[config.mk]
export PLATFORM = sky130hd
export DESIGN_NAME = adc_sequencer
export DESIGN_NICKNAME = d
export VERILOG_FILES = /design/src/verilog/adc_pkg.sv /design/src/verilog/sar_if.sv /design/src/verilog/adc_sequencer.sv /design/src/verilog/sar_engine.sv
export VERILOG_INCLUDE_DIRS = /design/src /design/src/verilog
export SDC_FILE = /design/constraint.sdc
export NUM_CORES = 1
export LEC_CHECK = 0
export ABC_AREA = 1
export ABC_CLOCK_PERIOD_IN_PS = 5400
export BUFFER_PORTS_ARGS = -buffer_cell sky130_fd_sc_hd__buf_4
export CORE_ASPECT_RATIO = 0.6
export CORE_MARGIN = 2
export CORE_UTILIZATION = 25
export CTS_BUF_LIST = sky130_fd_sc_hd__clkbuf_4
export DETAILED_ROUTE_END_ITERATION = 8
export GPL_TIMING_DRIVEN = 0
export PLACE_DENSITY_LB_ADDON = 0.3
export SYNTH_ARGS = -nofsm -noshare
export SYNTH_HDL_FRONTEND = slang
export SYNTH_SLANG_ARGS = --single-unit
[constraint.sdc]
create_clock -name aclk -period 5.4 [get_ports aclk]
set_input_delay 0.27 -clock aclk [delete_from_list [all_inputs] [get_ports aclk]]
set_output_delay 0.27 -clock aclk [all_outputs]
set_load 0.05 [all_outputs]
[src/verilog/adc_regs.svh]
// Purpose: register indices, field positions, reset values and timing counts
// Assumes: byte address of a register is four times its index
// Notes: definitions only
`ifndef ADC_REGS_SVH
`define ADC_REGS_SVH

`define ADC_IDX_HI_CH0 14'h12a1
`define ADC_IDX_HI_CH1 14'h12a3
`define ADC_IDX_HI_CH2 14'h12a5
`define ADC_IDX_HI_CH3 14'h12a7
`define ADC_IDX_HI_CH4 14'h12a9
`define ADC_IDX_HI_CH5 14'h12ab
`define ADC_IDX_HI_CH6 14'h12ad
`define ADC_IDX_HI_CH7 14'h12af
`define ADC_IDX_HI_CH8 14'h12b1
`define ADC_IDX_HI_CH9 14'h12b3
`define ADC_IDX_HI_CH10 14'h12b5
`define ADC_IDX_HI_CH11 14'h12b7
`define ADC_IDX_LO_CH0 14'h12a0
`define ADC_NUM_RES_REGS 14'h0018
`define ADC_IDX_MAIN 14'h12b8
`define ADC_IDX_CHAN 14'h12b9
`define ADC_IDX_TRIG 14'h12ba

`define MAIN_START 0
`define MAIN_SCAN 1
`define MAIN_REPEAT 2
`define MAIN_INTERVAL 3
`define MAIN_BUSY 6
`define MAIN_END 7
`define CHAN_SEL_LSB 0
`define CHAN_REF 7
`define TRIG_EN 0

`define MAIN_RESET 3'h0
`define CHAN_RESET 4'h0
`define REF_RESET 1'h0
`define TRIG_RESET 1'h0
`define LOW_ONES 5'h1f

`define RESP_OKAY 2'h0
`define RESP_SLVERR 2'h2

`define CONV_STATES 7'h63
`define STEP_STATES 4'h9
`define IRQ_EVERY 2'h3

`endif

[src/verilog/adc_pkg.sv]
// Purpose: shared types of the converter sequencer
// Assumes: nothing
// Notes: result width and channel count live here; register numbers live in adc_regs.svh
package adc_pkg;
	parameter int res_bits = 10;
	parameter int num_ch = 12;
	typedef enum logic [0:0] {
		st_idle = 1'b0,
		st_conv = 1'b1
	} seq_state_t;
	typedef logic [res_bits-1:0] result_t;
endpackage

[src/verilog/sar_if.sv]
// Purpose: carrier between sequencer and approximation engine
// Assumes: one clock
// Notes: start and done are one-cycle pulses
interface sar_if;
	logic start;
	logic done;
	adc_pkg::result_t result;
	modport seq(output start, input done, input result);
	modport eng(input start, output done, output result);
endinterface

[src/verilog/adc_sequencer.sv]
// Purpose: control, sequencing and result registers of a 10-bit SAR converter
// Assumes: comparator and resistor string sit outside; AXI4-Lite slave
// Notes: one write and one read in flight; answers come one cycle after take
// What this block does
// ten-bit successive approximation over twelve inputs numbered 0 to 11
// software turns the reference on and waits 3 us before starting
// scan bit 0: channel select picks one input 0 to 11
// scan bit 1: select n converts inputs 0 through n ascending
// reset clears scan bit and channel select, input 0 fixed
// writing 1 to the start bit begins a conversion
// with trigger enabled a falling trigger edge starts; otherwise ignored
// software avoids select 1011 while the external trigger is enabled
// busy flag rises when a conversion starts and shows activity
// completion raises the done interrupt and sets the end flag
// repeat and scan bits choose among the four modes
// fixed single: convert once, then end, busy clear, interrupt
// scan single: after the last channel end, busy clear, interrupt
// software checks activity has stopped before any standby
// twenty-four read-only result registers, high and low per channel
// low register bit 0 is set whenever a new result lands
// reading either result register clears its flag and the end flag
// one channel takes 99 clock states
// fixed repeat keeps busy; interrupt every or every fourth conversion
// clearing repeat finishes the current conversion, then stops
// high holds bits 9..2; low holds bits 1..0 on top, ones below
// a start while busy restarts from the first selected channel
//
// The implementer's own choice: the AXI4-Lite slave port.
`include "adc_regs.svh"
module adc_sequencer (
	input wire logic aclk,
	input wire logic aresetn,
	input wire logic [15:0] s_axi_awaddr,
	input wire logic s_axi_awvalid,
	output logic s_axi_awready,
	input wire logic [31:0] s_axi_wdata,
	input wire logic [3:0] s_axi_wstrb,
	input wire logic s_axi_wvalid,
	output logic s_axi_wready,
	output logic [1:0] s_axi_bresp,
	output logic s_axi_bvalid,
	input wire logic s_axi_bready,
	input wire logic [15:0] s_axi_araddr,
	input wire logic s_axi_arvalid,
	output logic s_axi_arready,
	output logic [31:0] s_axi_rdata,
	output logic [1:0] s_axi_rresp,
	output logic s_axi_rvalid,
	input wire logic s_axi_rready,
	input wire logic ext_trigger_input_n,
	input wire logic comp_high,
	output adc_pkg::result_t sar_trial,
	output logic [3:0] analog_channel,
	output logic reference_switch_on,
	output logic conv_done_irq
);
	sar_if link();

	sar_engine engine (
		.aclk(aclk),
		.aresetn(aresetn),
		.link(link),
		.comp_high(comp_high),
		.trial(sar_trial)
	);

	// control registers
	logic scan;
	logic repeat_on;
	logic interval;
	logic [3:0] channel_select;
	logic ext_trigger_enable;
	logic conv_end_flag;

	// sequencer state
	adc_pkg::seq_state_t state;
	logic rep_mode;
	logic [1:0] rep_cnt;
	logic trig_prev;
	logic eng_start;
	adc_pkg::result_t results [adc_pkg::num_ch];
	logic [adc_pkg::num_ch-1:0] result_stored_flag;

	// write channel capture, address and data taken in either order
	logic aw_held;
	logic w_held;
	logic [13:0] aw_idx;
	logic [31:0] wdata_q;
	logic [3:0] wstrb_q;

	assign s_axi_awready = !aw_held && !s_axi_bvalid;
	assign s_axi_wready = !w_held && !s_axi_bvalid;
	wire aw_take = s_axi_awvalid && s_axi_awready;
	wire w_take = s_axi_wvalid && s_axi_wready;
	wire aw_now = aw_held || aw_take;
	wire w_now = w_held || w_take;
	wire wr_fire = aw_now && w_now;
	wire [13:0] wr_idx = aw_held ? aw_idx : s_axi_awaddr[15:2];
	wire [31:0] wr_data = w_held ? wdata_q : s_axi_wdata;
	wire [3:0] wr_strb = w_held ? wstrb_q : s_axi_wstrb;
	wire wr_lane0 = wr_fire && wr_strb[0];
	wire wr_main = wr_lane0 && wr_idx == `ADC_IDX_MAIN;
	wire wr_chan = wr_lane0 && wr_idx == `ADC_IDX_CHAN;
	wire wr_trig = wr_lane0 && wr_idx == `ADC_IDX_TRIG;
	wire [13:0] res_off = wr_idx - `ADC_IDX_LO_CH0;
	wire wr_res = res_off < `ADC_NUM_RES_REGS;
	wire wr_known = wr_res || wr_idx == `ADC_IDX_MAIN ||
		wr_idx == `ADC_IDX_CHAN || wr_idx == `ADC_IDX_TRIG;

	always_ff @(posedge aclk) begin
		if (!aresetn) begin
			aw_idx <= 14'h0000;
		end else if (aw_take) begin
			aw_idx <= s_axi_awaddr[15:2];
		end
	end

	always_ff @(posedge aclk) begin
		if (!aresetn) begin
			wdata_q <= 32'h0000_0000;
			wstrb_q <= 4'h0;
		end else if (w_take) begin
			wdata_q <= s_axi_wdata;
			wstrb_q <= s_axi_wstrb;
		end
	end

	// a channel taken alone waits here for its partner
	always_ff @(posedge aclk) begin
		if (!aresetn) begin
			aw_held <= 1'b0;
			w_held <= 1'b0;
		end else begin
			aw_held <= aw_now && !wr_fire;
			w_held <= w_now && !wr_fire;
		end
	end

	always_ff @(posedge aclk) begin
		if (!aresetn) begin
			s_axi_bvalid <= 1'b0;
			s_axi_bresp <= `RESP_OKAY;
		end else if (wr_fire) begin
			s_axi_bvalid <= 1'b1;
			s_axi_bresp <= wr_known ? `RESP_OKAY : `RESP_SLVERR;
		end else if (s_axi_bready) begin
			s_axi_bvalid <= 1'b0;
		end
	end

	// read decode; result pair k sits at low index base+2k, high base+2k+1
	assign s_axi_arready = !s_axi_rvalid;
	wire ar_take = s_axi_arvalid && s_axi_arready;
	wire [13:0] rd_idx = s_axi_araddr[15:2];
	wire [13:0] rd_off = rd_idx - `ADC_IDX_LO_CH0;
	wire rd_res = rd_off < `ADC_NUM_RES_REGS;
	wire [3:0] rd_ch = rd_off[4:1];
	wire rd_hi = rd_off[0];
	wire res_read = ar_take && rd_res;
	wire [adc_pkg::res_bits-1:0] rd_val = results[rd_ch];
	wire [7:0] hi_byte = rd_val[9:2];
	wire [7:0] lo_byte = {rd_val[1:0], `LOW_ONES,
		result_stored_flag[rd_ch]};
	wire [7:0] main_byte = {conv_end_flag, state == adc_pkg::st_conv,
		2'h0, interval, repeat_on, scan, 1'b0};
	wire [7:0] chan_byte = {reference_switch_on, 3'h0, channel_select};
	wire [7:0] trig_byte = {7'h00, ext_trigger_enable};
	wire rd_known = rd_res || rd_idx == `ADC_IDX_MAIN ||
		rd_idx == `ADC_IDX_CHAN || rd_idx == `ADC_IDX_TRIG;
	wire [7:0] rd_byte = rd_res ? (rd_hi ? hi_byte : lo_byte) :
		rd_idx == `ADC_IDX_MAIN ? main_byte :
		rd_idx == `ADC_IDX_CHAN ? chan_byte :
		rd_idx == `ADC_IDX_TRIG ? trig_byte : 8'h00;

	always_ff @(posedge aclk) begin
		if (!aresetn) begin
			s_axi_rvalid <= 1'b0;
		end else if (ar_take) begin
			s_axi_rvalid <= 1'b1;
		end else if (s_axi_rready) begin
			s_axi_rvalid <= 1'b0;
		end
	end

	// data is captured at the take, so later result stores cannot tear it
	always_ff @(posedge aclk) begin
		if (!aresetn) begin
			s_axi_rdata <= 32'h0000_0000;
			s_axi_rresp <= `RESP_OKAY;
		end else if (ar_take) begin
			s_axi_rdata <= {24'h000000, rd_byte};
			s_axi_rresp <= rd_known ? `RESP_OKAY : `RESP_SLVERR;
		end
	end

	// control register writes; start bit is a trigger and reads as zero
	always_ff @(posedge aclk) begin
		if (!aresetn) begin
			{interval, repeat_on, scan} <= `MAIN_RESET;
		end else if (wr_main) begin
			scan <= wr_data[`MAIN_SCAN];
			repeat_on <= wr_data[`MAIN_REPEAT];
			interval <= wr_data[`MAIN_INTERVAL];
		end
	end

	always_ff @(posedge aclk) begin
		if (!aresetn) begin
			channel_select <= `CHAN_RESET;
		end else if (wr_chan) begin
			channel_select <= wr_data[`CHAN_SEL_LSB +: 4];
		end
	end

	// the reference switch is only a level; settling is left to software
	always_ff @(posedge aclk) begin
		if (!aresetn) begin
			reference_switch_on <= `REF_RESET;
		end else if (wr_chan) begin
			reference_switch_on <= wr_data[`CHAN_REF];
		end
	end

	always_ff @(posedge aclk) begin
		if (!aresetn) begin
			ext_trigger_enable <= `TRIG_RESET;
		end else if (wr_trig) begin
			ext_trigger_enable <= wr_data[`TRIG_EN];
		end
	end

	// start sources; the trigger pin is taken as synchronous
	wire trig_fall = trig_prev && !ext_trigger_input_n;
	wire sw_start = wr_main && wr_data[`MAIN_START];
	wire start_req = sw_start || (ext_trigger_enable && trig_fall);
	// a new main write lands with the start, so use the written mode bits
	wire start_scan = sw_start ? wr_data[`MAIN_SCAN] : scan;
	wire start_rep = sw_start ? wr_data[`MAIN_REPEAT] : repeat_on;

	// completion bookkeeping
	wire fixed_rep = rep_mode && !scan;
	wire scan_done = !scan || analog_channel >= channel_select;
	wire keep_going = rep_mode ? repeat_on : !scan_done;
	wire [3:0] slot = fixed_rep ? {2'h0, rep_cnt} : analog_channel;
	wire store = link.done && state == adc_pkg::st_conv &&
		slot < 4'(adc_pkg::num_ch);
	wire end_event = link.done && state == adc_pkg::st_conv &&
		(fixed_rep || scan_done);
	wire irq_event = end_event &&
		(!fixed_rep || !interval || rep_cnt == `IRQ_EVERY);
	wire [3:0] next_channel = !scan ? channel_select :
		scan_done ? 4'h0 : analog_channel + 4'h1;

	assign link.start = eng_start;
	wire seq_done = link.done && state == adc_pkg::st_conv;
	wire seq_next = seq_done && keep_going;
	wire seq_stop = seq_done && !keep_going;

	always_ff @(posedge aclk) begin
		if (!aresetn) begin
			state <= adc_pkg::st_idle;
		end else if (start_req) begin
			// restarting mid-sequence begins again at the first channel
			state <= adc_pkg::st_conv;
		end else if (seq_stop) begin
			state <= adc_pkg::st_idle;
		end
	end

	// repeat is latched at start so clearing it can only end the run
	always_ff @(posedge aclk) begin
		if (!aresetn) begin
			rep_mode <= 1'b0;
		end else if (start_req) begin
			rep_mode <= start_rep;
		end
	end

	always_ff @(posedge aclk) begin
		if (!aresetn) begin
			rep_cnt <= 2'h0;
		end else if (start_req) begin
			rep_cnt <= 2'h0;
		end else if (seq_done) begin
			rep_cnt <= rep_cnt + 2'h1;
		end
	end

	// reset to the idle level so release of reset is no false edge
	always_ff @(posedge aclk) begin
		if (!aresetn) begin
			trig_prev <= 1'b1;
		end else begin
			trig_prev <= ext_trigger_input_n;
		end
	end

	always_ff @(posedge aclk) begin
		if (!aresetn) begin
			eng_start <= 1'b0;
		end else begin
			eng_start <= start_req || seq_next;
		end
	end

	always_ff @(posedge aclk) begin
		if (!aresetn) begin
			analog_channel <= 4'h0;
		end else if (start_req) begin
			analog_channel <= start_scan ? 4'h0 : channel_select;
		end else if (seq_next) begin
			analog_channel <= next_channel;
		end
	end

	always_ff @(posedge aclk) begin
		if (!aresetn) begin
			conv_done_irq <= 1'b0;
		end else begin
			conv_done_irq <= irq_event;
		end
	end

	// result store and the stored flags; a set beats a same-cycle clear
	genvar ch;
	generate
		for (ch = 0; ch < adc_pkg::num_ch; ch++) begin : g_ch
			wire set_flag = store && slot == 4'(ch);
			wire clr_flag = res_read && rd_ch == 4'(ch);
			always_ff @(posedge aclk) begin
				if (!aresetn) begin
					result_stored_flag[ch] <= 1'b0;
				end else begin
					result_stored_flag[ch] <= set_flag ||
						(result_stored_flag[ch] && !clr_flag);
				end
			end
			// results keep no reset value, like the converter they model
			always_ff @(posedge aclk) begin
				if (set_flag) begin
					results[ch] <= link.result;
				end
			end
		end
	endgenerate

	always_ff @(posedge aclk) begin
		if (!aresetn) begin
			conv_end_flag <= 1'b0;
		end else begin
			conv_end_flag <= end_event ||
				(conv_end_flag && !res_read);
		end
	end
endmodule

[src/verilog/sar_engine.sv]
// Purpose: successive approximation of one sample
// Assumes: comp_high is high while the input exceeds the trial level
// Notes: a start pulse while busy restarts the approximation
`include "adc_regs.svh"
module sar_engine (
	input wire logic aclk,
	input wire logic aresetn,
	sar_if.eng link,
	input wire logic comp_high,
	output adc_pkg::result_t trial
);
	logic active;
	logic resolved;
	logic [6:0] cnt;
	logic [3:0] stc;
	logic [3:0] bitpos;
	wire last = cnt == `CONV_STATES - 7'h01;
	wire step_end = stc == `STEP_STATES - 4'h1;
	wire decide = active && step_end && !resolved;

	// one bit decided per step, the rest of the 99 states is settling margin
	always_ff @(posedge aclk) begin
		if (!aresetn) begin
			active <= 1'b0;
			resolved <= 1'b0;
			cnt <= 7'h00;
			stc <= 4'h0;
			bitpos <= 4'h9;
			trial <= '0;
			link.done <= 1'b0;
			link.result <= '0;
		end else begin
			link.done <= 1'b0;
			if (link.start) begin
				active <= 1'b1;
				resolved <= 1'b0;
				cnt <= 7'h00;
				stc <= 4'h0;
				bitpos <= 4'h9;
				trial <= 10'h200;
			end else if (active) begin
				cnt <= cnt + 7'h01;
				stc <= step_end ? 4'h0 : stc + 4'h1;
				if (last) begin
					active <= 1'b0;
					link.done <= 1'b1;
					link.result <= trial;
				end
				if (decide) begin
					trial[bitpos] <= comp_high;
					if (bitpos != 4'h0) begin
						trial[bitpos-4'h1] <= 1'b1;
						bitpos <= bitpos - 4'h1;
					end else begin
						resolved <= 1'b1;
					end
				end
			end
		end
	end
endmodule

==> results of run 1 <==
==> layout by cell type, fill, tap and decap left out, types with 26 or more instances in the layout <==
| cell type | count |
|---|---|
| nand2_1 | 254 |
| inv_1 | 122 |
| edfxtp_1 | 120 |
| dfxtp_1 | 105 |
| nor2_1 | 99 |
| buf_4 | 97 |
| a21oi_1 | 93 |
| clkbuf_4 | 81 |
| o21ai_0 | 66 |
| nand3_1 | 49 |
| a22oi_1 | 38 |
| dlygate4sd3_1 | 30 |
| clkbuf_1 | 28 |
| conb_1 | 26 |
==> report_power, final <==
part	internal, mW	total, mW	switching (mW)
sequential	1.81	1.82	0.0116
combinational	0.120	0.373	0.253
clock	0.775	1.50	0.727
==> registers in the layout, indices dropped and copies added, names as in the netlist, 2 cells and up <==
| signal | flops |
|---|---|
| result_stored_flag | 12 |
| wdata_q | 5 |
| engine.stc | 4 |
| engine.trial | 10 |
| engine.cnt | 7 |
| s_axi_rdata | 8 |
| engine.link.result | 10 |
| engine.bitpos | 4 |
| analog_channel | 4 |
| results | 120 |
| channel_select | 4 |
| rep_cnt | 2 |
| aw_idx | 14 |
==> worst max-delay path, delay by kind of cell (launching register included) <==
kind,cells,cell delay (ps)
flops,1,300
compound gates,2,410
simple gates,3,1310
buf+inv,5,630
==> worst max path at each step <==
| stage | from | end | slack [ps] | cells past startpoint |
|---|---|---|---|---|
| after CTS | scan$_SDFFE_PN0P_ | results[2][9]$_DFFE_PP_ | 2600 | 8 |
| after floorplan | s_axi_bvalid$_SDFFE_PN0P_ | analog_channel[0]$_SDFFE_PN0P_ | 3090 | 10 |
| final | scan$_SDFFE_PN0P_ | result_stored_flag[5]$_SDFF_PN0_ | 2660 | 10 |
| after global placement | scan$_SDFFE_PN0P_ | results[6][5]$_DFFE_PP_ | 2610 | 8 |
| after detailed placement | scan$_SDFFE_PN0P_ | results[8][4]$_DFFE_PP_ | 2590 | 8 |
| after global routing | scan$_SDFFE_PN0P_ | results[4][2]$_DFFE_PP_ | 2500 | 8 |
==> area by class of cell <==
| cell class | instances | area [sq um] |
|---|---|---|
| fill | 4177 | 26980 |
| multi-input combinational | 742 | 3646 |
| tap | 522 | 653.1 |
| clock inverter | 13 | 106.4 |
| sequential | 225 | 5705 |
| inverter | 125 | 471.7 |
| timing repair buffer | 102 | 844.6 |
| clock buffer | 81 | 608.1 |
| buffer | 64 | 361.6 |
==> kinds of logic after synthesis <==
logic type / count (synthesis) / share of synthesized area [%]
AO/OA/AOI/OAI: 225 / 12.68
XOR/XNOR: 4 / 0.3475
adder cells (fa/ha/maj): 16 / 1.985
buffers and inverters: 189 / 8.264
flip-flops: 225 / 56.58
other: 1 / 0.03719
AND/OR/NAND/NOR: 471 / 20.10
==> per-layer routing <==
layer | vias up | track usage, % | share of wire, %
met1 | 4054 | 23.62 | 51
met4 | 0 | 3.558 | 1.8
met2 | 380 | 18.33 | 37
met3 | 44 | 4.129 | 10
li1 | 4159 | - | -
met5 | - | 0 | 0
==> stage by stage <==
step | hold WS [ps] | std cells | cell area [sq um]
6_report | 56.16 | 1874 | 12400
3_3_place_gp | 438.2 | 1749 | 11360
4_1_cts | 1.991 | 1873 | 12380
5_1_grt | 43.66 | 1874 | 12400
2_1_floorplan | 366.6 | 1156 | 10180
3_5_place_dp | 447.5 | 1749 | 11360
==> summary.txt, run 1 <==
Timing
  • Final hold vios: 0
  • Max-slew headroom: ~6.4%
  • RSZ-0062 raised after global routing: no
  • Slew @ Worst Pin: 1399 ps
  • Final setup margin: ~2700 ps
  • Clock Skew: ~50 ps
  • Final setup fails: 0
  • FMAX: approximately 370 MHz
  • Tmin final: around 2700 ps
  • Final TNS setup: 0 ps
  • Slew Viols, Final: 0
  • Tcrit/Tclk final: roughly half

Worst setup path
  • Top cell by count, worst path: inv_1
  • Cell type of the slowest stage on the worst timing path: nor2_1
  • Worst r2r src: scan$_SDFFE_PN0P_
  • Crit path required time: approximately 6000 ps
  • Worst reg-to-reg path cell count: 10
  • Critical path peak fanout: 11
  • CP cell instances: buf_2, nor2_1, inv_1, o21ai_1, inv_1, nor2_1, inv_1, nor2_1, inv_1, a21oi_1
  • Crit path largest cell delay: between 1000 and 1500 ps
  • Worst Setup Start Kind: flip-flop
  • Worst Setup Path Type: flip-flop to flip-flop
  • Worst reg-to-reg setup slack: around 2700 ps
  • RR Endpoint: result_stored_flag[5]$_SDFF_PN0_
  • Crit path capture type: flip-flop
  • Worst Path Arrival: approximately 3400 ps

Logic synthesis
  • Yosys top cell by area: edfxtp_1
  • Syn_area_per_cell: about 9 sq um
  • Main synth FF type: edfxtp_1
  • Sequential area share after synthesis: between 50 and 60%
  • Post-synth EDFFs: 120
  • Most numerous cell in the Yosys netlist: nand2_1
  • Post-synth top area share: between 30 and 40%
  • Warnings from Yosys: 0
  • Mapped Cells: roughly 1100
  • Synth cell count leaders: nand2_1 (254), inv_1 (122), edfxtp_1 (120)
  • #FFs+latches synth: 225
  • Top cells by area, synth: edfxtp_1 (36%), dfxtp_1 (21%), nand2_1 (9.5%)
  • Mapped Area: between 10000 and 15000 sq um
  • Distinct cells, synth: 43
  • Asr flop ratio synth: 0%

Clock tree
  • Clk sink count: roughly 230
  • Worst-path clk slew: 80 ps
  • Worst-case clock buffer depth: 3
  • Root Buffer: clkbuf_4
  • Num CTS Buffers: 51
  • Post-CTS Repair Setup Buffers: 0
  • Post_cts resized: 0
  • H-tree depth: 2
  • Worst-Skew Late Latency: between 700 and 800 ps
  • CTS tree: built
  • Post-CTS Hold Buffers: 30

Worst hold path
  • Hold EP: s_axi_rresp[1]$_SDFFE_PN0P_
  • Worst hold path type: input port to flip-flop
  • WHS Path Cells: 5
  • HP Start: s_axi_araddr[10]

Floorplanning
  • Num ports: ~130
  • Die area: approximately 42000 sq um
  • Die width: ~260 microns
  • Initial core utilization: ~26%
  • Row cnt: between 50 and 60
  • CORE AREA: ~39000 sq um
  • Die height: 159.6 microns

Place
  • IO Port Bufs: between 70 and 80
  • GP Congestion: about 0.9
  • Post-Place Worst Slack: around 2600 ps
  • HPWL after DPL: approximately 22000 microns

Route
  • DRT antenna net count: 0
  • Drt first pass iters: 5
  • DR iter-0 viols: a little over 900
  • Post-route DRC: 0
  • DRT Wirelength: around 31000 microns
  • Via count: between 8000 and 9000
  • DR WL/cell: between 15 and 20 microns
  • DR vias/cell: 4.609

Flow run
  • Max-Cap Viols: 0

Global routing
  • Vias in the first global route: about 7900
  • Pin count of the biggest net entering global routing: 15
  • First-pass GRT wire length: 47460 microns
  • Antenna violations before repair: 0
  • Total GRT Usage: between 10% and 20%
  • GR Overflow Total: 0

Power
  • Total chip power: roughly 3.7 mW
  • Static leakage: slightly below 5 nW
  • VDD IR max: ~0.00013 V
  • Power Dens Cells: between 200 and 300 nW/um^2

Layout
  • Share of layout cells above drive strength 1: ~16%
  • # diodes: 0
  • Final net count: between 1000 and 1500
  • Final core utilization: about a third
  • Area Overhead vs Synth: 22.94%

Run status
  • Outcome: finished clean
Power figures use the tool's default switching activity.
==> run 2: changes to the inputs <==
--- a/config.mk
+++ b/config.mk
@@ -7,7 +7,7 @@
 export NUM_CORES = 1
 export LEC_CHECK = 0
 export ABC_AREA = 1
-export ABC_CLOCK_PERIOD_IN_PS = 5400
+export ABC_CLOCK_PERIOD_IN_PS = 2510
 export BUFFER_PORTS_ARGS = -buffer_cell sky130_fd_sc_hd__buf_4
 export CORE_ASPECT_RATIO = 0.6
 export CORE_MARGIN = 2
==> constraint.sdc (replaced) <==
create_clock -name aclk -period 2.51 [get_ports aclk]
set_input_delay 0.1255 -clock aclk [delete_from_list [all_inputs] [get_ports aclk]]
set_output_delay 0.1255 -clock aclk [all_outputs]
set_load 0.05 [all_outputs]
==> run 2 against run 1 <==
- first-iteration DRC count is 2.6% higher
- die area stayed put
- hold slack better by 27 ps
- worst setup slack worse by 2600 ps
- power is 120% higher
- via count hardly changed
- highest routed layer unchanged
- critical path type unchanged
- final area is 1.4% higher
- sequential power is 110% higher
- core utilization is 0.44 points higher
- clock power is 120% higher
- combinational power is 120% higher
==> summary.txt, run 2 (same netlist as run 1, synthesis figures left out) <==
Timing
  • Clock Skew: 51.39 ps (+1.619 ps)
  • RSZ-0062 raised after global routing: yes
  • FMAX: 406.5 MHz (+11%)
  • Final hold vios: 0 (unchanged)
  • Final setup fails: 0 (unchanged)
  • Tcrit/Tclk final: 98.00% (+47 points)
  • Final hold slack: 83.55 ps (+27.39 ps)
  • Max-slew headroom: 40.56% (+34 points)
  • Slew Viols, Final: 0 (unchanged)
  • Final setup margin: 50.22 ps (-2615 ps)
  • Tmin final: 2460 ps (-275.5 ps)
  • Slew @ Worst Pin: 890.7 ps (-508.8 ps)

Layout
  • Area Overhead vs Synth: 24.64%
  • # diodes: 0 (unchanged)
  • Most frequent cells in the layout: nand2_1 (254), inv_1 (122), edfxtp_1 (120), dfxtp_1 (105), buf_4 (97)
  • Most common cell after layout, fill and taps aside: nand2_1
  • Final-layout fill cell count: 4153 (-0.57%)
  • Share of layout cells above drive strength 1: 16.56% (+0.51 points)
  • Number of flip-flops in the largest register: 120 (unchanged)
  • Top flop regs: results (120), aw_idx (14), result_stored_flag (12)
  • Final net count: 1417 (+0.93%)
  • Fin cells: 1887 (+0.69%)
  • Largest Register: results

Worst setup path
  • Crit path largest cell delay: 680 ps (-340 ps)
  • Worst r2r src: scan$_SDFFE_PN0P_
  • Crit path required time: 2810 ps (-3200 ps)
  • RR Endpoint: results[2][7]$_DFFE_PP_
  • Delay-heaviest family, CP: simple AND/OR/NAND/NOR gates
  • Top cell by count, worst path: inv_1
  • Worst Setup Path Type: flip-flop to flip-flop
  • Cell type of the slowest stage on the worst timing path: nor2_2
  • Worst reg-to-reg setup slack: 50 ps (-2610 ps)
  • Worst Setup Start Kind: flip-flop
  • Crit path capture type: flip-flop
  • Worst reg-to-reg path cell count: 8 (-2)
  • Worst Path Arrival: 2760 ps (-590 ps)
  • Critical path peak fanout: 11 (unchanged)
  • CP cell instances: buf_2, nor2_1, inv_1, o21ai_0, inv_1, nor2_1, inv_1, nor2_2
  • Worst path bufs/invs: 4 (-1)

Power
  • Total chip power: 7.974 mW (+120%)
  • VDD IR max: 0.0002795 V (+120%)
  • Static leakage: 4.981 nW (+1.2%)
  • Power Dens Cells: 634.4 nW/um^2 (+110%)

Place
  • IO Port Bufs: 71 (unchanged)
  • Post-Place Worst Slack: -300.1 ps (-2890 ps)
  • GP Congestion: 0.9002 (unchanged)
  • Placed cell count: 1749 (unchanged)
  • HPWL after DPL: 22400 microns (unchanged)

Clock tree
  • Worst-case clock buffer depth: 3 (unchanged)
  • Worst-path clk slew: 80 ps (about the same)
  • Worst-Skew Late Latency: 720 ps (about the same)
  • H-tree depth: 2 (unchanged)
  • Root Buffer: clkbuf_4
  • Num CTS Buffers: 51 (unchanged)
  • CTS tree: built
  • Clk sink count: 225 (unchanged)

Floorplanning
  • Initial core utilization: 25.61% (unchanged)
  • CORE AREA: 39380 sq um (unchanged)
  • Die height: 159.6 microns (unchanged)
  • Die area: 42010 sq um (unchanged)
  • Die width: 263.3 microns (unchanged)
  • Row cnt: 56 (unchanged)
  • Num ports: 134 (unchanged)

Global routing
  • Total GRT Usage: 14.77% (+0.12 points)
  • Vias in the first global route: 8010 (+1.2%)
  • Top Usage Layer GRT: met1
  • Pin count of the biggest net entering global routing: 15 (unchanged)
  • First-pass GRT wire length: 47870 microns (+0.86%)
  • Met1 GRT Util: 23.77% (+0.15 points)
  • Met3 Use GR: 3.959% (-0.17 points)
  • Routing usage on met2: 18.69% (+0.36 points)
  • Antenna violations before repair: 0 (unchanged)
  • GR Overflow Total: 0 (unchanged)

Route
  • DR WL/cell: 16.78 microns (+0.26%)
  • Post-route DRC: 0 (unchanged)
  • Via count: 8636 (-0.012%)
  • DRT Wirelength: 31670 microns (+0.95%)
  • DR vias/cell: 4.577 (-0.70%)
  • Drt first pass iters: 5 (unchanged)
  • DR iter-0 viols: 937 (+2.6%)
  • DRT antenna net count: 0 (unchanged)

Worst hold path
  • HP Start: s_axi_araddr[7]
  • Hold EP: s_axi_rresp[1]$_SDFFE_PN0P_
  • Worst hold path type: input port to flip-flop
  • WHS Path Cells: 6 (+1)

Flow run
  • Max-Cap Viols: 0 (unchanged)

Run status
  • Outcome: finished clean
==> run 2: worst max-delay path by stage <==
| stage | from | end | cells after the start |
|---|---|---|---|
| after global placement | scan$_SDFFE_PN0P_ | results[6][5]$_DFFE_PP_ | 8 |
| after detailed placement | scan$_SDFFE_PN0P_ | results[8][4]$_DFFE_PP_ | 8 |
| after CTS | scan$_SDFFE_PN0P_ | results[8][0]$_DFFE_PP_ | 8 |
| after global routing | scan$_SDFFE_PN0P_ | results[6][0]$_DFFE_PP_ | 8 |
| after floorplan | s_axi_bvalid$_SDFFE_PN0P_ | analog_channel[0]$_SDFFE_PN0P_ | 10 |
| final | scan$_SDFFE_PN0P_ | results[2][7]$_DFFE_PP_ | 8 |
==> run 2: repair_timing <==
action / CTS / global route
endpoints found under the setup margin: 122 / 57
pin swaps: 0 / 1
resized for setup: 12 / 4
hold buffers: 44 / 0
endpoints found under the hold margin: 53 / 0
buffers inserted: 0 / 0
==> run 2: through the flow <==
| stage | util [%] | area [sq um] | TNS (ps) |
|---|---|---|---|
| 3_3_place_gp | 28.86 | 11360 | -16780 |
| 4_1_cts | 31.87 | 12550 | 0 |
| 5_1_grt | 31.92 | 12570 | -2057 |
| 2_1_floorplan | - | 10180 | 0 |
| 3_5_place_dp | 28.86 | 11360 | -19610 |
| 6_report | 31.92 | 12570 | 0 |
==> run 2: final cells by class <==
class	instances	area (sq um)	share of cell area [%]
repair buffers	115	973.4	7.745
clock buffers	81	608.1	4.838
flip-flops and latches	225	5705	45.40
clock inverters	13	106.4	0.8462
multi-input cells	742	3689	29.35
well taps	522	653.1	5.197
plain buffers	64	361.6	2.877
inverters	125	471.7	3.753
==> run 2: power breakdown <==
part / leakage, nW / internal, mW / switching (mW)
Combinational: 2.60 / 0.277 / 0.550
Sequential: 1.96 / 3.88 / 0.0250
Clock: 0.419 / 1.67 / 1.57
==> run 2: per-layer routing <==
metal / wire (microns) / part of all wire [%]
met5: 0 / 0
met4: 574 / 1.8
met3: 3187 / 10
met2: 11770 / 37
met1: 16140 / 51
==> run 2: worst register-to-register path, stage by stage (launching register included) <==
cell and delay [ps]:
dfxtp_1 300, buf_2 190, nor2_1 220, inv_1 120
o21ai_0 280, inv_1 100, nor2_1 90, inv_1 90
nor2_2 680
==> run 3: changes to the inputs <==
--- a/config.mk
+++ b/config.mk
@@ -8,7 +8,7 @@
 export LEC_CHECK = 0
 export ABC_AREA = 1
 export ABC_CLOCK_PERIOD_IN_PS = 2510
-export BUFFER_PORTS_ARGS = -buffer_cell sky130_fd_sc_hd__buf_4
+export BUFFER_PORTS_ARGS = -buffer_cell sky130_fd_sc_hd__buf_2
 export CORE_ASPECT_RATIO = 0.6
 export CORE_MARGIN = 2
 export CORE_UTILIZATION = 25
==> run 3 against run 2 <==
- power is 2.6% lower
- sequential power hardly changed
- first-iteration DRC count is 15% lower
- routed wire length is 1.6% lower
- fmax is 0.72% higher
- critical endpoint unchanged
- largest power group unchanged
- highest routed layer unchanged
==> summary.txt, run 3 (same netlist as run 1, synthesis figures left out) <==
Run status
  • Outcome: finished clean

Place
  • Post-Place Worst Slack: -228.8 ps (+71.29 ps)
  • GP Congestion: 0.8791 (-2.3%)
  • Placed cell count: 1749 (unchanged)
  • HPWL after DPL: 21940 microns (-2.1%)
  • IO Port Bufs: 71 (unchanged)

Clock tree
  • CTS tree: built
  • Worst-path clk slew: 70 ps (about the same)
  • Root Buffer: clkbuf_4
  • Worst-Skew Late Latency: 690 ps (-30 ps)
  • Clk sink count: 225 (unchanged)
  • Worst-case clock buffer depth: 3 (unchanged)
  • Num CTS Buffers: 51 (unchanged)
  • H-tree depth: 2 (unchanged)

Layout
  • Fin cells: 1886 (-0.053%)
  • Area Overhead vs Synth: 22.42%
  • Largest Register: results
  • Share of layout cells above drive strength 1: 16.42% (-0.13 points)
  • Number of flip-flops in the largest register: 120 (unchanged)
  • Most common cell after layout, fill and taps aside: nand2_1
  • Reg area: 5705 sq um (unchanged)
  • Final-layout fill cell count: 4154 (+0.024%)
  • Most frequent cells in the layout: nand2_1 (254), inv_1 (122), edfxtp_1 (120), dfxtp_1 (105), a21oi_1 (93)
  • Area taken by multi-input logic gates: 3691 sq um (about the same)
  • # diodes: 0 (unchanged)
  • Top flop regs: results (120), aw_idx (14), result_stored_flag (12)
  • Final net count: 1417 (unchanged)

Worst hold path
  • Worst hold path type: input port to flip-flop

Global routing
  • Vias in the first global route: 8039 (+0.36%)
  • Antenna violations before repair: 1 (+1)
  • First-pass GRT wire length: 47470 microns (-0.82%)
  • Total GRT Usage: 14.64% (-0.13 points)
  • GR Overflow Total: 0 (unchanged)
  • Pin count of the biggest net entering global routing: 14 (-1)

Worst setup path
  • Crit path required time: 2780 ps (-30 ps)
  • Crit path capture type: flip-flop
  • Critical path peak fanout: 11 (unchanged)
  • Worst Setup Start Kind: flip-flop
  • Worst Setup Path Type: flip-flop to flip-flop
  • Worst Path Arrival: 2710 ps (-50 ps)

Power
  • Power Dens Cells: 628.9 nW/um^2 (-0.88%)
  • Static leakage: 4.931 nW (-1.0%)
  • VDD IR max: 0.0002865 V (+2.5%)
  • Total chip power: 7.763 mW (-2.6%)

Floorplanning
  • Row cnt: 56 (unchanged)
  • Die width: 263.3 microns (unchanged)
  • Initial core utilization: 25.61% (unchanged)
  • CORE AREA: 39380 sq um (unchanged)
  • Die area: 42010 sq um (unchanged)
  • Num ports: 134 (unchanged)
  • Die height: 159.6 microns (unchanged)

Route
  • DR iter-0 viols: 792 (-15%)
  • Post-route DRC: 0 (unchanged)
  • Via count: 8590 (-0.53%)
  • Drt first pass iters: 5 (unchanged)
  • DR vias/cell: 4.555 (-0.48%)
  • DR WL/cell: 16.52 microns (-1.5%)
  • DRT Wirelength: 31170 microns (-1.6%)
  • DRT antenna net count: 0 (unchanged)

Timing
  • Tcrit/Tclk final: 97.30% (-0.70 points)
  • RSZ-0062 raised after global routing: yes
  • Final hold vios: 0 (unchanged)
  • Final setup margin: 67.78 ps (+17.56 ps)
  • Clock Skew: 52.45 ps (+1.059 ps)
  • Slew @ Worst Pin: 947.5 ps (+56.83 ps)
  • Max-slew headroom: 36.60% (-4.0 points)
  • Tmin final: 2442 ps (-17.56 ps)
  • FMAX: 409.5 MHz (+0.72%)
  • Slew Viols, Final: 0 (unchanged)
  • Final setup fails: 0 (unchanged)

Flow run
  • Max-Cap Viols: 0 (unchanged)
[run 3: repair_timing]
action | 4_1_cts | 5_1_grt
resized for setup | 9 | 7
hold buffers | 41 | 0
endpoints found under the setup margin | 132 | 73
pin swaps | 0 | 1
hold endpoints to repair | 49 | 0
setup buffers | 0 | 2
[run 3: metrics by stage]
step,setup TNS [ps],hold WS [ps],area (sq um),utilization (%)
5_1_grt,-2189,30.71,12340,31.35
3_5_place_dp,-17230,357.0,11190,28.41
4_1_cts,-5231,9.975,12290,31.22
2_1_floorplan,0,222.1,10180,-
6_report,0,51.74,12340,31.35
3_3_place_gp,-15630,353.8,11190,28.41
[run 3: final timing paths]
check / from / slack, ps / depth (start not counted) / endpoint
setup / recovery: scan$_SDFFE_PN0P_ / 70 / 8 / results[2][7]$_DFFE_PP_
hold / removal: s_axi_araddr[5] / 50 / 5 / result_stored_flag[9]$_SDFF_PN0_
setup reg to reg: scan$_SDFFE_PN0P_ / 70 / 8 / results[2][7]$_DFFE_PP_
hold reg to reg: aw_idx[5]$_SDFFE_PN0P_ / 460 / 2 / aw_idx[5]$_SDFFE_PN0P_
[run 3: layout make-up]
cell class | instances | share of cell area, %
Multi-Input combinational cell | 742 | 29.90
Timing Repair Buffer | 115 | 6.386
Tap cell | 522 | 5.291
Buffer | 64 | 2.929
Clock buffer | 79 | 4.804
Sequential cell | 225 | 46.22
Clock inverter | 14 | 0.6487
Inverter | 125 | 3.821
[run 3: report_power, final]
part | leakage, nW | switching [mW] | internal, mW
Combinational | 2.56 | 0.547 | 0.247
Sequential | 1.96 | 0.0249 | 3.88
Clock | 0.403 | 1.53 | 1.53
Total | 4.93 | 2.10 | 5.66
[run 3: routing by layer]
layer	vias to the layer above	GRT usage (%)	part of all wire, %
met2	363	18.99	38
met4	0	2.831	1.4
li1	4190	-	-
met5	-	0	0
met1	3993	23.30	51
met3	44	4.207	9.9
[run 3: worst max-delay path: stages, from the launching register on]
cell	delay (ps)
dfxtp_1	290
buf_2	190
nor2_1	190
inv_1	120
o21ai_0	270
inv_1	100
nor2_1	90
inv_1	100
nor2_2	680
